`config.mk`:
```
export PLATFORM = sky130hd
export DESIGN_NAME = wds_top
export DESIGN_NICKNAME = d
export VERILOG_FILES = /design/src/shared/wds_pkg.sv /design/src/wds_counter.sv /design/src/wds_top.sv
export SDC_FILE = /design/constraint.sdc
export NUM_CORES = 1
export LEC_CHECK = 0
export BUFFER_PORTS_ARGS = -buffer_cell sky130_fd_sc_hd__buf_2
export CORE_UTILIZATION = 48
export CTS_BUF_LIST = sky130_fd_sc_hd__clkbuf_8 sky130_fd_sc_hd__clkbuf_16
export CTS_CLUSTER_SIZE = 12
export DETAILED_ROUTE_END_ITERATION = 12
export GPL_ROUTABILITY_DRIVEN = 0
export HOLD_SLACK_MARGIN = 0.08
export PLACE_DENSITY = 0.78
export RECOVER_POWER = 100
export SLEW_MARGIN = 20
export SYNTH_ARGS = -nofsm -noshare
export SYNTH_HDL_FRONTEND = slang
export SYNTH_SLANG_ARGS = --single-unit
```
`constraint.sdc`:
```
create_clock -name CLK -period 2.5 [get_ports CLK]
set_clock_uncertainty 0.1 [all_clocks]
set_input_delay 0.25 -clock CLK [delete_from_list [all_inputs] [get_ports CLK]]
set_output_delay 0.25 -clock CLK [all_outputs]
set_load 0.05 [all_outputs]
```
`src/shared/wds_pkg.sv`:
```
// Constants, register map and carrier types for the watchdog and supply block.
// Assumes a 50 MHz system clock and a 32-bit AHB-Lite register bus.
package wds_pkg;

    // ****************************************
    // Register map (word index, byte = 4*index)
    // ****************************************
    localparam int WDS_ADDR_W = 8;
    localparam logic [5:0] WDS_IDX_WDT_CTRL = 6'h31;  // watchdog_control
    localparam logic [5:0] WDS_IDX_SUPPLY = 6'h34;    // supply_monitor_control_status
    localparam logic [5:0] WDS_IDX_RST_FLAGS = 6'h3B; // reset_cause_flags
    localparam logic [5:0] WDS_IDX_PROTECT = 6'h3C;   // change_protection_register

    // ****************************************
    // Field positions
    // ****************************************
    localparam int WDS_BIT_WDT_FLAG = 7;
    localparam int WDS_BIT_WDT_IE = 6;
    localparam int WDS_BIT_WDP3 = 5;
    localparam int WDS_BIT_WDE = 3;
    localparam int WDS_BIT_SM_FLAG = 7;
    localparam int WDS_BIT_SM_IE = 6;
    localparam int WDS_BIT_RF_WD = 3;
    localparam int WDS_BIT_RF_EXT = 1;
    localparam int WDS_BIT_RF_POR = 0;

    // ****************************************
    // Reset values and counts
    // ****************************************
    localparam logic [7:0] WDS_CTRL_RESET = 8'h00;
    localparam logic [7:0] WDS_PROT_SIGNATURE = 8'hD8;
    localparam logic [2:0] WDS_PROT_WINDOW_CYCLES = 3'h4;
    localparam int WDS_CNT_W = 20;
    localparam logic [20:0] WDS_BASE_CYCLES = 21'h000800;
    localparam logic [3:0] WDS_MAX_CODE = 4'h9;
    localparam int WDS_OSC_HZ = 128000;

    // Supply trigger level codes
    localparam logic [2:0] WDS_LVL_OFF = 3'h0;
    localparam logic [2:0] WDS_LVL_POR_LO = 3'h1;
    localparam logic [2:0] WDS_LVL_POR_HI = 3'h2;
    localparam logic [2:0] WDS_LVL_IRQ_LO = 3'h3;
    localparam logic [2:0] WDS_LVL_IRQ_HI = 3'h4;

    localparam logic [1:0] WDS_HTRANS_NONSEQ = 2'h2;

    // ****************************************
    // Types
    // ****************************************
    typedef enum logic [3:0] {
        WDS_MODE_STOPPED = 4'b0001,
        WDS_MODE_IRQ = 4'b0010,
        WDS_MODE_RESET = 4'b0100,
        WDS_MODE_IRQ_RESET = 4'b1000
    } wds_mode_t;

    typedef struct packed {
        logic hsel;
        logic [WDS_ADDR_W-1:0] haddr;
        logic [1:0] htrans;
        logic hwrite;
        logic [2:0] hsize;
        logic [31:0] hwdata;
        logic hready;
    } wds_ahb_req_t;

    typedef struct packed {
        logic [31:0] hrdata;
        logic hreadyout;
        logic hresp;
    } wds_ahb_rsp_t;

    typedef struct packed {
        logic restart;       // Watchdog restart instruction, one cycle
        logic irq_global_en; // Global interrupt enable of core_status_register
        logic vector_ack;    // Core executes the watchdog vector, one cycle
    } wds_core_t;

endpackage : wds_pkg

```
`src/wds_counter.sv`:
```
// Watchdog time-out counter, advanced by oscillator ticks.
// Assumes tick is a one-cycle pulse already synchronised to clk.
module wds_counter
(
    input wire logic clk,
    input wire logic rst,
    input wire logic ce,
    input wire logic tick,
    input wire logic restart,
    input wire logic [3:0] code,
    output logic timeout
);
    import wds_pkg::*;

    // ****************************************
    // State
    // ****************************************
    typedef struct packed {
        logic [WDS_CNT_W-1:0] cnt; // Oscillator cycles counted
        logic timeout;             // One-cycle time-out pulse
    } wds_cnt_state_t;

    wds_cnt_state_t st;
    wds_cnt_state_t next_st;
    logic [3:0] eff_code;
    logic [20:0] period;

    // Reserved codes run at the longest period rather than wrap silently
    always_comb
    begin
        eff_code = (code > WDS_MAX_CODE) ? WDS_MAX_CODE : code;
        period = WDS_BASE_CYCLES << eff_code;
    end

    // Count ticks, fire and restart at the selected period
    always_comb
    begin
        next_st = st;
        next_st.timeout = 1'b0;
        if (restart)
        begin
            next_st.cnt = '0;
        end
        else if (tick)
        begin
            // Last tick of the period
            if ({1'b0, st.cnt} == period - 21'h000001)
            begin
                next_st.cnt = '0;
                next_st.timeout = 1'b1;
            end
            else
            begin
                next_st.cnt = st.cnt + 20'h00001;
            end
        end
    end

    // Register the state; clock enable freezes it
    always_ff @(posedge clk)
    begin
        if (rst)
        begin
            st <= '0;
        end
        else if (ce)
        begin
            st <= next_st;
        end
    end

    assign timeout = st.timeout;

    // ****************************************
    // Checks
    // ****************************************
    property p_restart_zero;
        @(posedge clk) disable iff (rst)
        (ce && restart) |=> (st.cnt == '0 && !st.timeout);
    endproperty
    a_restart_zero: assert property (p_restart_zero)
        else $error("counter not cleared by restart");

    property p_timeout_cause;
        @(posedge clk) disable iff (rst)
        $rose(st.timeout) |-> ($past(tick) && $past(st.cnt) == 20'(period - 21'h000001));
    endproperty
    a_timeout_cause: assert property (p_timeout_cause)
        else $error("time-out without full period");

endmodule : wds_counter

```
`src/wds_top.sv`:
```
// Watchdog, supply-level monitor control and reset-cause flags behind AHB-Lite.
// Assumes pin inputs are asynchronous; core strobes share CLK.
//
// Function
// - Time-out in interrupt mode sets watchdog flag
// - Flag cleared by vector or writing one
// - Interrupt needs global and watchdog enables set
// - Reset and interrupt enables select the mode
// - Programmed lock fuse forces system reset mode
// - Combined mode vector clears enable and flag
// - Unserviced combined-mode interrupt then resets on time-out
// - Reset enable forced while watchdog cause set
// - Prescale code doubles period from 2048 cycles
// - Supply flag set on trigger, cleared when supply high or level off
// - Supply interrupt whenever flag set and enabled
// - Levels one and two give power-on reset
// - Levels three and four set supply flag
// - Watchdog cause set by watchdog reset
// - External cause set by external reset
// - Power-on cause cleared only by software
// - Counter runs from separate slow oscillator
// - Counter restarts on instruction, disable, reset
// - Watchdog reset pulse lasts one clock
// - Protected signature opens four-cycle change window
module wds_top
(
    input wire logic CLK,
    input wire logic RST,
    input wire logic CE,
    input wds_pkg::wds_ahb_req_t AHB_REQ,
    output wds_pkg::wds_ahb_rsp_t AHB_RSP,
    input wds_pkg::wds_core_t CORE,
    input wire logic OSC_SLOW,
    input wire logic LOCK_FUSE_UNPROG,
    input wire logic EXT_RESET,
    input wire logic SUPPLY_LOW,
    output logic WDT_IRQ,
    output logic SUPPLY_IRQ,
    output logic WDT_SYS_RESET,
    output logic SUPPLY_POR_REQ,
    output logic [2:0] SUPPLY_LEVEL_SEL
);
    import wds_pkg::*;

    // ****************************************
    // State
    // ****************************************
    typedef struct packed {
        logic osc_s1, osc_s2, osc_prev; // Slow oscillator synchroniser
        logic fuse_s1, fuse_s2;         // Lock fuse synchroniser
        logic ext_s1, ext_s2;           // External reset synchroniser
        logic low_s1, low_s2;           // Supply comparator synchroniser
        logic wdt_flag, wdt_ie, watchdog_reset_enable;    // Watchdog control bits
        logic [3:0] wdp;                // Prescale select
        logic sm_flag, sm_ie;           // Supply monitor bits
        logic [2:0] sm_level;           // Trigger level
        logic rf_wd, rf_ext, rf_por;    // Reset causes
        logic [2:0] prot_cnt;           // Protected change window
        logic wr_pend, rd_pend;         // Bus data phase pending
        logic [5:0] bus_idx;            // Latched register index
        wds_ahb_rsp_t rsp;              // Bus answer
        logic wdt_irq, sm_irq, sys_reset, por_req;
    } wds_state_t;

    wds_state_t s;
    wds_state_t next_s;
    logic timeout;       // Counter time-out pulse
    logic osc_tick;      // Rising edge of slow oscillator
    logic cnt_restart;   // Counter restart request
    logic fuse_prog;     // Lock fuse programmed
    logic wde_eff;       // Reset enable as seen by logic and software
    logic prot_open;     // Protected change allowed now
    logic do_reset;      // Watchdog system reset this cycle
    logic dev_reset;     // Any device reset clearing control state
    wds_mode_t mode;     // Current watchdog mode
    logic [7:0] wd;      // Written byte
    logic [7:0] rdata;   // Byte selected for reading

    // ****************************************
    // Derived conditions
    // ****************************************
    always_comb
    begin
        osc_tick = s.osc_s2 && !s.osc_prev;
        fuse_prog = !s.fuse_s2;
        wde_eff = s.watchdog_reset_enable || s.rf_wd || fuse_prog;
        prot_open = (s.prot_cnt != 3'h0);
        wd = AHB_REQ.hwdata[7:0];
        // Mode from fuse and enables
        if (fuse_prog)
        begin
            mode = WDS_MODE_RESET;
        end
        else
        begin
            unique case ({wde_eff, s.wdt_ie})
                2'b00: mode = WDS_MODE_STOPPED;
                2'b01: mode = WDS_MODE_IRQ;
                2'b10: mode = WDS_MODE_RESET;
                2'b11: mode = WDS_MODE_IRQ_RESET;
            endcase
        end
        // Time-out action; unserviced combined interrupt escalates
        do_reset = 1'b0;
        if (timeout)
        begin
            unique case (mode)
                WDS_MODE_STOPPED: do_reset = 1'b0;
                WDS_MODE_IRQ: do_reset = 1'b0;
                WDS_MODE_RESET: do_reset = 1'b1;
                WDS_MODE_IRQ_RESET: do_reset = s.wdt_flag;
            endcase
        end
        dev_reset = s.sys_reset || s.ext_s2;
        cnt_restart = CORE.restart || (mode == WDS_MODE_STOPPED) || dev_reset;
    end

    // Read mux; reserved bits read as zero
    always_comb
    begin
        rdata = 8'h00;
        unique case (s.bus_idx)
            WDS_IDX_WDT_CTRL: rdata = {s.wdt_flag, s.wdt_ie, s.wdp[3], 1'b0,
                                       wde_eff, s.wdp[2:0]};
            WDS_IDX_SUPPLY: rdata = {s.sm_flag, s.sm_ie, 3'h0, s.sm_level};
            WDS_IDX_RST_FLAGS: rdata = {4'h0, s.rf_wd, 1'b0, s.rf_ext, s.rf_por};
            default: rdata = 8'h00;
        endcase
    end

    // ****************************************
    // Next state
    // ****************************************
    always_comb
    begin
        next_s = s;
        // Two flip-flops on every pin input
        next_s.osc_s1 = OSC_SLOW;
        next_s.osc_s2 = s.osc_s1;
        next_s.osc_prev = s.osc_s2;
        next_s.fuse_s1 = LOCK_FUSE_UNPROG;
        next_s.fuse_s2 = s.fuse_s1;
        next_s.ext_s1 = EXT_RESET;
        next_s.ext_s2 = s.ext_s1;
        next_s.low_s1 = SUPPLY_LOW;
        next_s.low_s2 = s.low_s1;

        // Protection window runs down
        if (prot_open)
        begin
            next_s.prot_cnt = s.prot_cnt - 3'h1;
        end

        // Bus: address phase taken, reads get one wait state
        next_s.rsp.hresp = 1'b0;
        next_s.wr_pend = 1'b0;
        next_s.rd_pend = 1'b0;
        if (s.rd_pend)
        begin
            next_s.rsp.hrdata = {24'h000000, rdata};
            next_s.rsp.hreadyout = 1'b1;
        end
        else if (AHB_REQ.hsel && AHB_REQ.htrans == WDS_HTRANS_NONSEQ && AHB_REQ.hready)
        begin
            next_s.bus_idx = AHB_REQ.haddr[7:2];
            next_s.wr_pend = AHB_REQ.hwrite;
            next_s.rd_pend = !AHB_REQ.hwrite;
            next_s.rsp.hreadyout = AHB_REQ.hwrite;
        end

        // Write data phase
        if (s.wr_pend)
        begin
            unique case (s.bus_idx)
                WDS_IDX_WDT_CTRL:
                begin
                    next_s.wdt_ie = wd[WDS_BIT_WDT_IE];
                    if (wd[WDS_BIT_WDT_FLAG])
                    begin
                        next_s.wdt_flag = 1'b0;
                    end
                    // Disabling needs the window; a set cause holds it on
                    next_s.watchdog_reset_enable = wd[WDS_BIT_WDE] || s.rf_wd || (s.watchdog_reset_enable && !prot_open);
                    // Under the fuse the period is protected too
                    if (!fuse_prog || prot_open)
                    begin
                        next_s.wdp = {wd[WDS_BIT_WDP3], wd[2:0]};
                    end
                    next_s.prot_cnt = 3'h0;
                end
                WDS_IDX_SUPPLY:
                begin
                    // Flag bit is read-only
                    next_s.sm_ie = wd[WDS_BIT_SM_IE];
                    next_s.sm_level = wd[2:0];
                    if (wd[2:0] == WDS_LVL_OFF)
                    begin
                        next_s.sm_flag = 1'b0;
                    end
                end
                WDS_IDX_RST_FLAGS:
                begin
                    // Writing zero clears, writing one leaves unchanged
                    next_s.rf_wd = s.rf_wd && wd[WDS_BIT_RF_WD];
                    next_s.rf_ext = s.rf_ext && wd[WDS_BIT_RF_EXT];
                    next_s.rf_por = s.rf_por && wd[WDS_BIT_RF_POR];
                end
                WDS_IDX_PROTECT:
                begin
                    if (wd == WDS_PROT_SIGNATURE)
                    begin
                        next_s.prot_cnt = WDS_PROT_WINDOW_CYCLES;
                    end
                end
                default:
                begin
                    // Unmapped: ignored, still OKAY
                end
            endcase
        end

        // Vector execution clears flag, and enable in combined mode
        if (CORE.vector_ack)
        begin
            next_s.wdt_flag = 1'b0;
            if (mode == WDS_MODE_IRQ_RESET)
            begin
                next_s.wdt_ie = 1'b0;
            end
        end

        // Hardware set wins over vector and write clears in the same cycle
        if (timeout && !do_reset && (mode == WDS_MODE_IRQ || mode == WDS_MODE_IRQ_RESET))
        begin
            next_s.wdt_flag = 1'b1;
        end

        // Supply monitor: flag tracks the low condition at flagging levels
        if (!s.low_s2 || s.sm_level == WDS_LVL_OFF)
        begin
            next_s.sm_flag = 1'b0;
        end
        if (s.low_s2 && (s.sm_level == WDS_LVL_IRQ_LO || s.sm_level == WDS_LVL_IRQ_HI))
        begin
            next_s.sm_flag = 1'b1;
        end
        // Reset levels request a power-on reset, flag untouched
        next_s.por_req = s.low_s2 &&
            (s.sm_level == WDS_LVL_POR_LO || s.sm_level == WDS_LVL_POR_HI);

        // Causes
        if (do_reset)
        begin
            next_s.rf_wd = 1'b1;
        end
        if (s.ext_s2)
        begin
            next_s.rf_ext = 1'b1;
        end

        // Device reset clears control state but keeps the causes
        if (dev_reset)
        begin
            {next_s.wdt_flag, next_s.wdt_ie, next_s.wdp[3], next_s.watchdog_reset_enable, next_s.wdp[2:0]} =
                {WDS_CTRL_RESET[7:5], WDS_CTRL_RESET[3:0]};
            next_s.watchdog_reset_enable = s.rf_wd;
            next_s.sm_flag = 1'b0;
            next_s.sm_ie = 1'b0;
            next_s.sm_level = WDS_LVL_OFF;
            next_s.prot_cnt = 3'h0;
        end

        // Outputs from flip-flops
        next_s.sys_reset = do_reset;
        next_s.wdt_irq = next_s.wdt_flag && next_s.wdt_ie && CORE.irq_global_en;
        next_s.sm_irq = next_s.sm_flag && next_s.sm_ie;
    end

    // Power-on reset: causes cleared except power-on, which sets
    always_ff @(posedge CLK)
    begin
        if (RST)
        begin
            s <= '0;
            s.fuse_s1 <= 1'b1;
            s.fuse_s2 <= 1'b1;
            s.rf_por <= 1'b1;
            s.rsp.hreadyout <= 1'b1;
        end
        else if (CE)
        begin
            s <= next_s;
        end
    end

    // ****************************************
    // Counter
    // ****************************************
    wds_counter u_counter
    (
        .clk(CLK),
        .rst(RST),
        .ce(CE),
        .tick(osc_tick),
        .restart(cnt_restart),
        .code(s.wdp),
        .timeout(timeout)
    );

    assign AHB_RSP = s.rsp;
    assign WDT_IRQ = s.wdt_irq;
    assign SUPPLY_IRQ = s.sm_irq;
    assign WDT_SYS_RESET = s.sys_reset;
    assign SUPPLY_POR_REQ = s.por_req;
    assign SUPPLY_LEVEL_SEL = s.sm_level;

    // ****************************************
    // Checks
    // ****************************************
    property p_flag_set;
        @(posedge CLK) disable iff (RST)
        (CE && timeout && mode == WDS_MODE_IRQ && !dev_reset) |=> s.wdt_flag;
    endproperty
    a_flag_set: assert property (p_flag_set)
        else $error("flag not set on interrupt time-out");

    property p_vec_clear;
        @(posedge CLK) disable iff (RST)
        (CE && CORE.vector_ack && !timeout) |=> !s.wdt_flag;
    endproperty
    a_vec_clear: assert property (p_vec_clear)
        else $error("vector did not clear flag");

    property p_irq_gate;
        @(posedge CLK) disable iff (RST)
        s.wdt_irq |-> ($past(CORE.irq_global_en) && s.wdt_ie && s.wdt_flag);
    endproperty
    a_irq_gate: assert property (p_irq_gate)
        else $error("interrupt without both enables");

    property p_stopped_quiet;
        @(posedge CLK) disable iff (RST)
        (mode == WDS_MODE_STOPPED && CE)[*2] |-> !timeout;
    endproperty
    a_stopped_quiet: assert property (p_stopped_quiet)
        else $error("time-out while stopped");

    property p_fuse_reset;
        @(posedge CLK) disable iff (RST)
        (CE && timeout && fuse_prog) |=> (s.sys_reset && s.rf_wd);
    endproperty
    a_fuse_reset: assert property (p_fuse_reset)
        else $error("no reset on time-out under fuse");

    property p_combined_vec;
        @(posedge CLK) disable iff (RST)
        (CE && CORE.vector_ack && mode == WDS_MODE_IRQ_RESET && !timeout)
            |=> (!s.wdt_ie && !s.wdt_flag);
    endproperty
    a_combined_vec: assert property (p_combined_vec)
        else $error("combined vector left enable set");

    property p_escalate;
        @(posedge CLK) disable iff (RST)
        (CE && timeout && mode == WDS_MODE_IRQ_RESET && s.wdt_flag) |=> s.sys_reset;
    endproperty
    a_escalate: assert property (p_escalate)
        else $error("unserviced interrupt did not reset");

    property p_wde_forced;
        @(posedge CLK) disable iff (RST)
        (s.rf_wd && CE) |=> s.watchdog_reset_enable;
    endproperty
    a_wde_forced: assert property (p_wde_forced)
        else $error("reset enable cleared while cause set");

    property p_pulse;
        @(posedge CLK) disable iff (RST)
        (s.sys_reset && CE) |=> !s.sys_reset;
    endproperty
    a_pulse: assert property (p_pulse)
        else $error("watchdog reset longer than one cycle");

    property p_sm_clear;
        @(posedge CLK) disable iff (RST)
        (CE && !s.low_s2) |=> !s.sm_flag;
    endproperty
    a_sm_clear: assert property (p_sm_clear)
        else $error("supply flag held with supply high");

endmodule : wds_top

```
==> results <==
- The flow ran to the end, but the final reports show violations.
- The checks that failed: setup timing.
- After detailed routing, the number of remaining DRC violations is 0.
- Setup repair after global routing could not meet its margin everywhere.
- The final number of max-transition violations is 0.
- The share of the clock period used by the worst path is 105%.
- The die height is 91.4 µm.
- Of the total power, combinational logic draws 11.4%.
- The cell count after synthesis came out at 477.
- The number of nets in the finished design is 587.
- After synthesis the netlist holds a flip-flop and latch count of 68.
- The sink count of the clock tree is around 70.
- The core area is 7730 µm².
- The average via count per standard cell is between 5 and 6.
- The switching part of the total is 28.1%.
- The post-CTS setup buffer count is 0.
- The first-pass iteration count of the detailed router is 7.
- Before CTS, the worst setup slack after placement is -58.0 ps.
- The via count of the first global-routing pass came to 3139.
- The leading cell type in the layout, fill and taps excluded is sky130_fd_sc_hd__dfxtp_1.
- The wire-length estimate of the detail-placed layout is a little over 6 mm.
- The proportion of synthesized chip area in sequential cells is 35.5%.
- After clock tree synthesis, the clock-pin slew on the worst setup and hold paths is around 70 ps.
- For this design the total switching power over the nets is 592 µW.
- The part of the total power dissipated in sequential elements is 52.6%.
- After synthesis the cells add up to 3840 µm².
- The number of library cell types mapped by synthesis is 65.
- The maximum fanout encountered on the critical timing path is 7.
- Sorting the synthesized cells by area gives the leading types as sky130_fd_sc_hd__dfxtp_1 35%, sky130_fd_sc_hd__buf_4 7.2%, sky130_fd_sc_hd__nand2_1 5.9%, sky130_fd_sc_hd__mux2i_1 5.7%, sky130_fd_sc_hd__nor2_1 4.4%.
- The fill cell total of the finished layout is slightly above 700.
- The total via count after detailed routing is 3576.
- The total detailed-routing wirelength is 8.75 mm.
- The final critical path time including I/O delays and setup is 2640 ps.
- For this run the aggregate overflow at the end of global routing stands at 0.
- The leakage power is 1.70 nW.
- The worst register-to-register path begins at s[59].
- The tool flagged a number of max-cap violations equal to 0.
- The first global-routing pass estimated 14.8 mm of wire.
- Summing all flip-flop and latch instances after layout gives 1360 µm².
- The worst hold path begins at AHB_REQ[1].
- The floorplan step defined a die boundary enclosing 8360 µm².
- After synthesis, the share of flip-flops with an asynchronous set or reset is 0%.
- The floorplan step set the die width to 91.4 µm.
- The critical path starts at s[59].
- The final critical-path setup slack is -137 ps.
- The worst-skew pair later-pin latency is 350 ps.
- The kind of critical path is reg -> reg.
- VDD sags by at most 0.306 mV.
- The slew of the pin with the lowest slew margin is ~830 ps.
- Yosys mapped a number of flops with a built-in enable equal to 0.
- In this run the worst hold path is classified as in -> reg.
- The multi-input combinational cells in the finished layout cover a total of between 2000 and 2500 µm².
- The number of input and output port buffers inserted is 43.
- The top flip-flop cell by instance count after synthesis is sky130_fd_sc_hd__dfxtp_1.
- Measured against its own limit, the worst slew margin works out to ~45%.
- The total placed cells including tap cells is around 600.
- Data on the critical path is required at its endpoint by 2620 ps.
- TritonCTS built the clock tree.
- The worst hold-check slack is around 110 ps.
- The total number of yosys warnings is 0.
- The post-route core utilization is a little under three fifths.
- Counting the buffers created by CTS gives 9.
- The part of the total power dissipated in the clock network is 36.0%.
- The maximum buffer depth of the clock tree is 2.
- The average instance area after synthesis is 8.05 µm².
- The internal power of the cells is 1.51 mW.
- The detail-routed net length per standard cell is 13.9 µm.
- The startpoint kind of the worst setup timing path is a flip-flop.
- After synthesis, the largest area contributor takes up a little over a third of total cell area.
- The total power is 2.11 mW.
- The clock tree synthesis step divided the H-tree into 3 levels.
- sky130_fd_sc_hd__dfxtp_1 takes more of the synthesized area than any other cell.
- CTS placed an instance of sky130_fd_sc_hd__clkbuf_8 at the clock tree root.
- The non-filler instance count after layout is 631.
- The count of endpoints failing hold in the final timing report is 0.
- The share of post-route cells with drive strength above 1 is 12.9%.
- The count of standard-cell rows is 32.
- The post-route antenna net violation count is 0.
- The worst hold path passes through 3 cells.
- STA classifies the critical path endpoint as a flip-flop.
- Power spread over the standard cell area amounts to 486 nW/µm².
- Data on the critical path arrives at its endpoint at 2760 ps.
- Once the floorplan was initialized, standard cells occupied 49.7% of the core.
- The initial antenna violation count came to 0.
- The number of endpoints failing setup at the final stage is 21.
- The number of antenna cells inserted is 0.
- The overall routing resource usage is approximately 22%.
- The count of routing violations after the opening detailed-route iteration is 318.
- Static timing analysis puts the maximum clock frequency at 379 MHz.
- The area added between synthesis and finish is 12.9%.
- Entering global routing, the biggest net connects 38 pins.
- The path depth of the worst reg2reg path is 9.
- In the layout the commonest cells are 68 x sky130_fd_sc_hd__dfxtp_1, 60 x sky130_fd_sc_hd__nand2_1, 45 x sky130_fd_sc_hd__nor2_1, 26 x sky130_fd_sc_hd__conb_1, 26 x sky130_fd_sc_hd__buf_2.
- 99 I/O pins were placed.
[worst paths after layout]
path                               to  slack (ps)
hold reg to reg            AHB_RSP[9]         350
setup / recovery      u_counter.st[8]        -140
hold / removal    SUPPLY_LEVEL_SEL[0]         110
setup reg to reg      u_counter.st[8]        -140
[worst max-delay path, cell delays in order, from the launching register on]
cell                        delay (ps)
sky130_fd_sc_hd__dfxtp_1           310
sky130_fd_sc_hd__or4_4             550
sky130_fd_sc_hd__ha_4              200
sky130_fd_sc_hd__xor2_2            150
sky130_fd_sc_hd__xnor2_1           140
sky130_fd_sc_hd__o2111ai_1         150
sky130_fd_sc_hd__a2111o_1          490
sky130_fd_sc_hd__buf_6             180
sky130_fd_sc_hd__a31oi_1           150
sky130_fd_sc_hd__mux2i_1           100
[kinds of logic (layout without fill, tap and decap cells)]
group	Yosys count	in the layout	synth area share [%]
simple gates	202	202	26.6
compound gates	95	95	17.2
mux	22	22	5.74
flops	68	68	35.5
xor+xnor	9	9	2.05
other cells	1	26	0.0977
fa+ha+maj	4	4	1.30
buf+inv	76	103	11.6
[registers in the layout, indices dropped and copies added (netlist names)]
name and count:
next_s 5, WDT_IRQ 1, SUPPLY_POR_REQ 1, u_counter.st 20, u_counter.timeout 1, SUPPLY_LEVEL_SEL 3, AHB_RSP 8, SUPPLY_IRQ 1
WDT_SYS_RESET 1, s 27
[cell type report]
type / instances / share of cell area (%)
inverter: 15 / 1.30
timing repair buffer: 73 / 10.5
tap: 102 / 2.95
sequential: 68 / 31.4
clock inverter: 6 / 0.780
clock buffer: 9 / 2.86
multi-input combinational: 358 / 50.2
[synth_stat cells, drive strengths merged (6+ instances only)]
cell type  count
and3           8
nor2          45
nor3           6
nor2b          9
dfxtp         68
mux2i         22
nand2         61
clkbuf        15
nand3         20
buf           46
o21ai         28
nand4         17
inv           15
a21oi         14
a22oi         10
[repair_timing]
action	in CTS	in global routing
cloned	0	1
hold buffers	14	0
setup endpoints to repair	15	21
pin swaps	0	8
endpoints found under the hold margin	16	0
gates resized for setup	1	7
[metrics by stage]
stage	area, µm²	setup TNS (ps)
after floorplan	3940	0
after global placement	4000	-84.1
after detailed placement	4000	-405
after CTS	4310	-296
after global routing	4330	-3010
final	4330	-1100
[power by group through the flow]
stage,Combinational [mW],Clock (mW),Sequential (mW)
after global routing,0.261,0.827,1.11
after global placement,0.218,0,1.13
after CTS,0.238,0.774,1.11
after detailed placement,0.222,0,1.13
final,0.240,0.759,1.11
after floorplan,0.205,0,1.13
[per-layer routing]
metal / share of wire (%) / GRT usage (%) / vias up
met5: 0 / 0 / -
met4: 1.9 / 9.39 / 0
met3: 8.2 / 4.77 / 21
met2: 45 / 32.8 / 153
met1: 45 / 30.6 / 1659
li1: - / - / 1743
No activity file was read; power rests on OpenSTA's default activity.
